**config.mk**
```make
export PLATFORM = sky130hd
export DESIGN_NAME = mmd_decoder
export DESIGN_NICKNAME = d
export VERILOG_FILES = /design/src/mmd_pkg.sv /design/src/mmd_decoder.sv
export VERILOG_INCLUDE_DIRS = /design/src
export SDC_FILE = /design/constraint.sdc
export NUM_CORES = 1
export LEC_CHECK = 0
export BUFFER_PORTS_ARGS = -buffer_cell sky130_fd_sc_hd__buf_4
export CAP_MARGIN = 20
export CORE_ASPECT_RATIO = 0.9
export CORE_MARGIN = 1.5
export CORE_UTILIZATION = 46
export DETAILED_ROUTE_END_ITERATION = 7
export PLACE_DENSITY = 0.75
export SLEW_MARGIN = 20
export SYNTH_ARGS = -nofsm -noshare
export SYNTH_HDL_FRONTEND = slang
export SYNTH_SLANG_ARGS = --single-unit
```
**constraint.sdc**
```tcl
create_clock -name clk_i -period 2.1 [get_ports clk_i]
set_input_delay 0.42 -clock clk_i [delete_from_list [all_inputs] [get_ports clk_i]]
set_output_delay 0.42 -clock clk_i [all_outputs]
set_load 0.005 [all_outputs]
```
**src/mmd_consts.svh**
```systemverilog
// constants of the memory map decoder: offsets, bounds, reset values, timing
// assumes a 20-bit byte address from the core and a 125 MHz system clock
// ****************************************************************
// Behaviour
// decode a 1 Mbyte space for core fetches and data accesses
// placement instruction runs once after reset; only first one counts
// low placement: data area 0F700H/0FB00H up to 0FFFFH per rom variant
// low placement: rom 0-0F5FFH or 0-07FFFH; rom from 0F600H unreachable
// high placement: data area FF700H/FFB00H up to FFFFFH per variant
// high placement: rom 0-0FFFFH or 0-07FFFH
// unclaimed addresses go external only in extension mode
// on rom and data overlap the data area wins
// fast fetch: 2 bytes per 2 clocks from rom, else external speed
// waits inserted on rom fetch only at external-equivalent timing
// reset clears fast fetch selection
// core must not fetch from fast ram or register area
// 00000H-0003FH reserved as vector table
// fixed vector slots: reset, nmi, operand error, break, peripherals
// context-switch vectors hold a register bank number
// vectors are 16 bits, so vector branches stay in base area
// table call reads target from 00040H-0007FH, 32 entries
// fixed-area call targets 00800H-00FFFH
// base area 0-FFFFH serves entries, table calls, 16-bit modes
// unused vector slots decode as ordinary memory
// extension mode chosen by four-bit field of extension mode register
// placement held in write-once flag; low assumed until written
// ****************************************************************
`ifndef MMD_CONSTS_SVH
`define MMD_CONSTS_SVH
`define MMD_ROM_END_64K 20'h0ffff
`define MMD_ROM_END_32K 20'h07fff
`define MMD_ROM_LOW_END_64K 20'h0f5ff
`define MMD_DATA_LOW_64K 20'h0f700
`define MMD_DATA_LOW_32K 20'h0fb00
`define MMD_HIGH_OFFSET 20'hf0000
`define MMD_BASE_END 20'h0ffff
`define MMD_FRAM_LO 16'hfd00
`define MMD_FRAM_HI 16'hfeff
`define MMD_SFR_LO 16'hff00
`define MMD_VEC_END 20'h0003f
`define MMD_VEC_RESET 20'h00000
`define MMD_VEC_NMI 20'h00002
`define MMD_VEC_PERIPH_END 20'h00036
`define MMD_VEC_OPERR 20'h0003c
`define MMD_VEC_BREAK 20'h0003e
`define MMD_TABLE_CALL_INSTRUCTION_LO 20'h00040
`define MMD_TABLE_CALL_INSTRUCTION_HI 20'h0007f
`define MMD_FIXED_AREA_CALL_INSTRUCTION_LO 20'h00800
`define MMD_FIXED_AREA_CALL_INSTRUCTION_HI 20'h00fff
`define MMD_EXT_OFF 4'h0
`define MMD_FAST_FETCH_RST 1'b0
`define MMD_FAST_FETCH_CYC 2
`endif

```
**src/mmd_pkg.sv**
```systemverilog
// types of the memory map decoder
// assumes mmd_consts.svh is compiled alongside
package mmd_pkg;
    typedef enum logic [1:0] {
        MMD_TGT_NONE = 2'b00,
        MMD_TGT_ROM = 2'b01,
        MMD_TGT_DATA = 2'b10,
        MMD_TGT_EXT = 2'b11
    } mmd_target_t;

    typedef enum logic [2:0] {
        MMD_VEC_NONE = 3'b000,
        MMD_VEC_RST = 3'b001,
        MMD_VEC_NMI_C = 3'b010,
        MMD_VEC_PERIPH = 3'b011,
        MMD_VEC_OPERR_C = 3'b100,
        MMD_VEC_BRK = 3'b101
    } mmd_vec_t;

    typedef struct packed {
        logic valid;
        logic fetch;
        logic [19:0] addr;
    } mmd_req_t;

    typedef struct packed {
        mmd_target_t target;
        logic data_fram;
        logic data_sfr;
        logic fetch_fault;
        logic [1:0] wait_cycles;
        logic fast_fetch;
    } mmd_dec_t;

    typedef struct packed {
        logic base;
        logic vec_table;
        mmd_vec_t vec_cause;
        logic table_call_instruction_table;
        logic [4:0] table_call_instruction_index;
        logic fixed_area_call_instruction_area;
    } mmd_region_t;
endpackage : mmd_pkg

```
**src/mmd_decoder.sv**
```systemverilog
// memory map decoder: maps core requests onto rom, data area or external memory
// assumes the core holds req_i stable for one cycle; results are registered
`timescale 1ns/1ps
`include "mmd_consts.svh"
module mmd_decoder
    import mmd_pkg::*;
#(
    parameter bit ROM_64K = 1'b1,
    parameter int EXT_WAITS = 1
) (
    input wire logic clk_i,
    input wire logic arst_n_i,
    input wire mmd_req_t req_i,
    input wire logic place_wr_i,
    input wire logic place_high_i,
    input wire logic [3:0] extension_mode_field_i,
    input wire logic fast_internal_fetch_bit_i,
    input wire logic mode_wr_i,
    output logic placement_high_o,
    output logic placement_locked_o,
    output logic fast_fetch_o,
    output logic ext_mode_o,
    output logic dec_valid_o,
    output mmd_dec_t dec_o,
    output mmd_region_t region_o
);
    // ****************************************************************
    // placement and mode state
    // ****************************************************************
    logic locked;
    logic high;
    logic fast;
    logic [3:0] ext_field;

    // only the first placement write counts, until the next reset
    always_ff @(posedge clk_i or negedge arst_n_i) begin
        if (!arst_n_i) begin
            locked <= 1'b0;
            high <= 1'b0;
        end else if (place_wr_i && !locked) begin
            locked <= 1'b1;
            high <= place_high_i;
        end
    end

    always_ff @(posedge clk_i or negedge arst_n_i) begin
        if (!arst_n_i) begin
            fast <= `MMD_FAST_FETCH_RST;
            ext_field <= `MMD_EXT_OFF;
        end else if (mode_wr_i) begin
            fast <= fast_internal_fetch_bit_i;
            ext_field <= extension_mode_field_i;
        end
    end

    assign placement_high_o = high;
    assign placement_locked_o = locked;
    assign fast_fetch_o = fast;
    assign ext_mode_o = (ext_field != `MMD_EXT_OFF);

    // ****************************************************************
    // address decode
    // ****************************************************************
    logic [19:0] a;
    logic [19:0] data_lo;
    logic [19:0] rom_end;
    logic in_data;
    logic in_rom;
    logic [15:0] low16;
    mmd_dec_t next_dec;
    mmd_region_t next_reg;

    assign a = req_i.addr;
    assign low16 = a[15:0];

    always_comb begin
        data_lo = ROM_64K ? `MMD_DATA_LOW_64K : `MMD_DATA_LOW_32K;
        if (high) begin
            data_lo = data_lo + `MMD_HIGH_OFFSET;
        end
        if (ROM_64K) begin
            rom_end = high ? `MMD_ROM_END_64K : `MMD_ROM_LOW_END_64K;
        end else begin
            rom_end = `MMD_ROM_END_32K;
        end
        // data area runs to the top of its page in both placements
        in_data = (a >= data_lo) && (a[15:0] >= data_lo[15:0])
                  && (a[19:16] == data_lo[19:16]);
        in_rom = (a <= rom_end);
    end

    always_comb begin
        next_dec = '0;
        next_dec.fast_fetch = fast;
        if (in_data) begin
            // data area shadows any rom behind it
            next_dec.target = MMD_TGT_DATA;
            next_dec.data_fram = (low16 >= `MMD_FRAM_LO) && (low16 <= `MMD_FRAM_HI);
            next_dec.data_sfr = (low16 >= `MMD_SFR_LO);
            // flag only; the core is expected never to do this
            next_dec.fetch_fault = req_i.fetch
                && (next_dec.data_fram || next_dec.data_sfr);
        end else if (in_rom) begin
            next_dec.target = MMD_TGT_ROM;
            if (req_i.fetch && !fast) begin
                next_dec.wait_cycles = 2'(EXT_WAITS);
            end
        end else if (ext_mode_o) begin
            next_dec.target = MMD_TGT_EXT;
            next_dec.wait_cycles = 2'(EXT_WAITS);
        end else begin
            next_dec.target = MMD_TGT_NONE;
        end
    end

    // ****************************************************************
    // base area regions
    // ****************************************************************
    always_comb begin
        next_reg = '0;
        next_reg.base = (a <= `MMD_BASE_END);
        next_reg.vec_table = (a <= `MMD_VEC_END);
        next_reg.vec_cause = MMD_VEC_NONE;
        if (a[0] == 1'b0) begin
            if (a == `MMD_VEC_RESET) begin
                next_reg.vec_cause = MMD_VEC_RST;
            end else if (a == `MMD_VEC_NMI) begin
                next_reg.vec_cause = MMD_VEC_NMI_C;
            end else if (a <= `MMD_VEC_PERIPH_END) begin
                // slot holds an address or a bank number, opaque here
                next_reg.vec_cause = MMD_VEC_PERIPH;
            end else if (a == `MMD_VEC_OPERR) begin
                next_reg.vec_cause = MMD_VEC_OPERR_C;
            end else if (a == `MMD_VEC_BREAK) begin
                next_reg.vec_cause = MMD_VEC_BRK;
            end
        end
        next_reg.table_call_instruction_table = (a >= `MMD_TABLE_CALL_INSTRUCTION_LO) && (a <= `MMD_TABLE_CALL_INSTRUCTION_HI);
        next_reg.table_call_instruction_index = next_reg.table_call_instruction_table ? a[5:1] : 5'h00;
        next_reg.fixed_area_call_instruction_area = (a >= `MMD_FIXED_AREA_CALL_INSTRUCTION_LO) && (a <= `MMD_FIXED_AREA_CALL_INSTRUCTION_HI);
    end

    // ****************************************************************
    // registered results
    // ****************************************************************
    always_ff @(posedge clk_i or negedge arst_n_i) begin
        if (!arst_n_i) begin
            dec_valid_o <= 1'b0;
            dec_o <= '0;
            region_o <= '0;
        end else begin
            dec_valid_o <= req_i.valid;
            if (req_i.valid) begin
                dec_o <= next_dec;
                region_o <= next_reg;
            end
        end
    end
endmodule : mmd_decoder

```
After elaboration in Yosys (flattened, before gate mapping)

Cells that the tools add are included.

Add/sub/neg operators: 0
$mul: 0
Divide/modulo/power cells: 0
Magnitude comparators: 13
Equality and inequality tests: 4
Shift-type cells: 0
Muxes and demuxes: 17
Bitwise operators: 0
Reductions and logical operators: 13

Operator list:

| operator                                                                               | number |
|---|---|
| 20-bit by 6-bit == test with 1-bit output (second input constant)                      | 2 |
| 20-bit by 6-bit less-or-equal comparator with 1-bit output (second input constant)     | 2 |
| 16-bit greater-or-equal comparator (second input constant)                             | 2 |
| 3-bit two-way mux                                                                      | 7 |
| 20-bit by 2-bit == test with 1-bit output (second input constant)                      | 1 |
| 20-bit by 12-bit greater-or-equal comparator with 1-bit output (second input constant) | 1 |
| 20-bit greater-or-equal comparator                                                     | 1 |
| 20-bit by 7-bit greater-or-equal comparator with 1-bit output (second input constant)  | 1 |
| 20-bit by 12-bit less-or-equal comparator with 1-bit output (second input constant)    | 1 |
| 20-bit by 16-bit less-or-equal comparator with 1-bit output                            | 1 |
| 20-bit by 16-bit less-or-equal comparator with 1-bit output (second input constant)    | 1 |
| 20-bit by 7-bit less-or-equal comparator with 1-bit output (second input constant)     | 1 |
| 20-bit zero test                                                                       | 1 |
| 20-bit two-way mux                                                                     | 1 |
| 16-bit greater-or-equal comparator                                                     | 1 |
| 16-bit less-or-equal comparator (second input constant)                                | 1 |
| 12-bit two-way mux                                                                     | 1 |
| 2-bit two-way mux                                                                      | 5 |
| 1-bit logical AND                                                                      | 8 |
| 5-bit two-way mux                                                                      | 1 |
| 4-bit == test                                                                          | 1 |
| 4-bit nonzero test                                                                     | 1 |
| 1-bit zero test                                                                        | 2 |
| 1-bit two-way mux                                                                      | 2 |
| 1-bit logical OR                                                                       | 1 |

Flip-flop bits (word level): 28
Bits in latches: 0
Memory bits (writable): 0
Bits in read-only memories: 0
Output and inout bits: 25
Logic and storage cells: 64
Memories kept: 0

Longest topological paths before layout

Depth after elaboration: 7
Gate-level depth with buffers: 7

Worst setup path before layout

No wires, ideal clock.

Path type: flip-flop to flip-flop
Start: register high (netlist: placement_high_o)
End: register dec_o[1] (netlist name)
Data arrival time: 1.402 ns
Required time: 1.962 ns
Path slack: 0.560 ns
Stages on the path, launching flop included: 8
Period minus slack after synthesis: 1.540 ns
Cells stage by stage: dfrtp_1 inv_1 ha_1 nand2_1 nor4_1 o31a_2 mux2i_1 o2bb2ai_1

Longest elaborated chain between the ends: 5
Elaborated cells on any way between the ends: 9

Ends and longest elaborated chain:

| item                               | RTL line           | RTL |
|---|---|---|
| from (decl)                        | mmd_decoder.sv:31  | `logic high;` |
| from (signal assigned)             | mmd_decoder.sv:42  | `high <= place_high_i;` |
| 20-bit two-way mux                 | mmd_decoder.sv:78  | `if (high) begin` |
| 20-bit greater-or-equal comparator | mmd_decoder.sv:87  | `in_data = (a >= data_lo) && (a[15:0] >= data_lo[15:0])` |
| 1-bit logical AND                  | mmd_decoder.sv:87  |  |
| 1-bit logical AND                  | mmd_decoder.sv:88  | `&& (a[19:16] == data_lo[19:16]);` |
| 2-bit two-way mux (*)              | mmd_decoder.sv:95  | `if (in_data) begin` |
| to (signal assigned)               | mmd_decoder.sv:154 | `dec_o <= next_dec;` |
| to (decl)                          | mmd_decoder.sv:24  | `output mmd_dec_t dec_o,` |

Every way passes the cells marked *; elsewhere a longest branch is shown, timed or not.
A chain may end at the register's enable or synchronous reset.

Final worst setup path

Start: register ext_field[1]
End: output port ext_mode_o

Longest elaborated chain between the ends: 1

Ends and longest elaborated chain:

| item                                | RTL line          | RTL |
|---|---|---|
| from (decl)                         | mmd_decoder.sv:33 | `logic [3:0] ext_field;` |
| from (signal assigned)              | mmd_decoder.sv:49 | `` ext_field <= `MMD_EXT_OFF; `` |
| from (signal assigned)              | mmd_decoder.sv:52 | `ext_field <= extension_mode_field_i;` |
| 4-bit nonzero test (no source line) | -                 |  |
| to (decl)                           | mmd_decoder.sv:22 | `output logic ext_mode_o,` |

Every way passes these cells.

==> impl_metrics.env <==
export IMPL_crit_path_top_delay_cell="sky130_fd_sc_hd__dfrtp_1"
export IMPL_post_synth_and_or_nand_nor_area_fraction_pct=15.8
export IMPL_postSynth_asyncResetShare_pct=100
export IMPL_synth_cells=115
export IMPL_slew_violations=0
export IMPL_required_time_of_the_critical_path_ns=1.68
export IMPL_finalSetupViolations=0
export IMPL_status="completed"
export IMPL_fin_tns_setup_ns=0
export IMPL_combinational_family_with_the_most_area_after_synthesis="simple AND/OR/NAND/NOR gates"
export IMPL_syn_num_nets=153
export IMPL_post_synth_xor_area_fraction_pct=0.665
export IMPL_die_h_um=53.8
export IMPL_routed_wl_mm=2.93
export IMPL_ant_nets=0
export IMPL_synthesized_area_fraction_occupied_by_ao_oa_aoi_and_oai_cells_pct=15.2
export IMPL_antenna_violations_before_repair=0
export IMPL_clock_sinks=27
export IMPL_cts_root_buf="sky130_fd_sc_hd__clkbuf_4"
export IMPL_synth_enable_flop_cells=0
export IMPL_gr_max_usage_layer="met2"
export IMPL_min_delay_path_depth=1
export IMPL_first_global_vias=1041
export IMPL_power_clock_fraction_pct=24.0
export IMPL_placementRows=18
export IMPL_layout_worst_path_cycle_share_pct=88.3
export IMPL_drc_errors=0
export IMPL_antenna_cells=0
export IMPL_synthDistinctLibCells=37
export IMPL_detailroute_via_count=1112
export IMPL_cts_resized=0
export IMPL_timing_worst_slew_pin_value_ns=0.544
export IMPL_grt_overflow=0
export IMPL_global_route_usage_met3_pct=5.53
export IMPL_ys_warn_count=0
export IMPL_die_w_um=59.4
export IMPL_timing_critical_path_depth=3
export IMPL_dp_hpwl_mm=2.30
export IMPL_slew_headroom_pct=63.2
export IMPL_final_layout_size_suffix_gt1_share_pct=41.8
export IMPL_global_route_wire_length_before_repair_mm=4.76
export IMPL_critical_path_max_stage_delay_ns=0.41
export IMPL_clock_skew_ns=0.0204
export IMPL_initial_core_util_pct=48.3
export IMPL_groute_layer_met2_usage_pct=34.2
export IMPL_layout_commonest_cell="sky130_fd_sc_hd__buf_4"
export IMPL_worstSkewPairLatency_ns=0.34
export IMPL_drt_initial_drc_count=31
export IMPL_worstPathMaxFanout=3
export IMPL_place_port_buffers=55
export IMPL_clock_fmax_mhz=539
export IMPL_die_area_sq_um=3190
export IMPL_wl_per_cell_um=13.9
export IMPL_cp_start_kind="register"
export IMPL_grt_setup_unrepaired="false"
export IMPL_cap_viol_max_count=0
export IMPL_syn_avg_cell_area_sq_um=11.5
export IMPL_grt_start_max_net_pins=28
export IMPL_clock_tree_from_tritoncts="built"
export IMPL_finalHoldViolCount=0
export IMPL_io_pins=57
export IMPL_power_leakage_nw=0.862
export IMPL_drtPass1Iterations=4
export IMPL_power_density_nw_per_um2=537
export IMPL_final_nets=209
export IMPL_r2r_cell_count=5
export IMPL_muxShareOfSynthArea_pct=6.74
export IMPL_detailed_place_area_sq_um=1750
export IMPL_grt_met1_usage_pct=25.0
export IMPL_buf_inv_stages_crit_path=2
export IMPL_total_switching_power_w=0.000254
export IMPL_synth_area_sq_um=1320
export IMPL_post_synth_fa_ha_maj_area_fraction_pct=5.70
export IMPL_cts_made_buffers=3
export IMPL_gp_congestion=0.824
export IMPL_ys_ff_latch=27
export IMPL_cp_top_family="flip-flops"
export IMPL_p_seq_share_pct=57.7
export IMPL_mostFrequentLayoutCells="sky130_fd_sc_hd__buf_4, sky130_fd_sc_hd__dfrtp_1, sky130_fd_sc_hd__inv_1"
export IMPL_groute_usage_overall_pct=19.9
export IMPL_netSwitchingFraction_pct=26.4
export IMPL_area_growth_synth_to_final_pct=36.1
export IMPL_crit_arrival_ns=1.43
export IMPL_cts_buffer_depth=2
export IMPL_clkTransAtPathRegs_ns=0.16
export IMPL_final_period_minus_worst_setup_slack_ns=1.85
export IMPL_p_comb_share_pct=18.3
export IMPL_dominantRegCellSynth="sky130_fd_sc_hd__dfrtp_1"
export IMPL_proportion_of_synthesized_chip_area_in_sequential_cells_pct=51.3
export IMPL_cts_setup_buffers=0
export IMPL_number_of_vias_per_cell_after_detailed_routing=5.30
export IMPL_hold_path_class="in -> reg"
export IMPL_end_kind="output pin"
export IMPL_hold_buffers=1
export IMPL_internal_power_w=0.000708
export IMPL_worstSetupPathType="reg -> out"
export IMPL_h_tree_depth=1
export IMPL_fin_area_sq_um=1790
export IMPL_worst_ir_drop_vdd_mv=0.425
export IMPL_fp_coreArea_sq_um=2730
export IMPL_cp_cell_sequence="nor4_1 > inv_1 > buf_4"
-- power by group through the flow --
| stage | clock [W] | combinational (W) | sequential (W) |
|---|---|---|---|
| floorplan | 0 | 0.0000661 | 0.000564 |
| global placement | 0 | 0.000169 | 0.000564 |
| detailed placement | 0 | 0.000177 | 0.000564 |
| CTS | 0.000239 | 0.000179 | 0.000555 |
| global route | 0.000256 | 0.000196 | 0.000559 |
| finish | 0.000231 | 0.000176 | 0.000555 |
-- cells in the mapped netlist, drive strengths merged, types with 2 or more instances --
library cell,count,share of area (%)
dfrtp,27,51
inv,8,2.3
mux2,7,6.0
a22o,6,4.0
ha,6,5.7
nand4,6,2.8
nor4,5,3.5
o21ai,5,1.9
o2bb2ai,5,3.3
a21oi,4,1.5
nand2,4,1.1
nand3,4,1.5
nor2,4,1.1
buf,3,1.5
clkbuf,2,0.57
-- registers in the layout, summed over array words and instances, names as in the netlist --
name / count
fast_fetch_o: 1
placement_locked_o: 1
placement_high_o: 1
region_o: 12
dec_o: 7
dec_valid_o: 1
ext_field: 4
-- per-stage QoR --
step	instances	total power (W)	utilization, %	setup WS, ns	hold slack (ns)
after floorplan	115	0.000630	-	0.560	0.124
after global placement	205	0.000733	64.3	0.374	0.343
after detailed placement	205	0.000742	64.3	0.320	0.350
after CTS	210	0.000973	65.8	0.215	0.288
after global routing	210	0.00101	65.8	0.0412	0.271
final	210	0.000963	65.8	0.245	0.293
-- per-layer routing --
metal / vias to the layer above / part of all wire (%)
met5: - / 0
met4: 0 / 0.51
met3: 2 / 5.6
met2: 34 / 49
met1: 541 / 45
li1: 535 / -
-- worst paths after layout --
check                                   end              from  slack (ns)
max in group asynchronous          dec_o[4]          arst_n_i        1.33
worst max-delay path             ext_mode_o      ext_field[1]        0.25
min in group asynchronous       region_o[3]          arst_n_i        0.50
worst min-delay path            dec_valid_o         req_i[21]        0.29
worst max register to register     dec_o[7]  placement_high_o        0.38
worst min register to register     dec_o[3]          dec_o[3]        0.51
-- logic make-up after synthesis --
group                    Yosys count
AND/OR/NAND/NOR                   32
adder cells (fa/ha/maj)            6
AO/OA/AOI/OAI                     27
multiplexers                       8
buffers and inverters             13
other                              1
XOR/XNOR                           1
flip-flops                        27
-- cell type report --
class	instances	area (sq um)
multi-input cells	75	584
clock inverters	1	7.51
flip-flops and latches	27	676
fillers	224	932
inverters	8	30.0
well taps	40	50.0
clock buffers	3	22.5
repair buffers	56	423
Note: power is estimated with default switching activity, not from simulation.
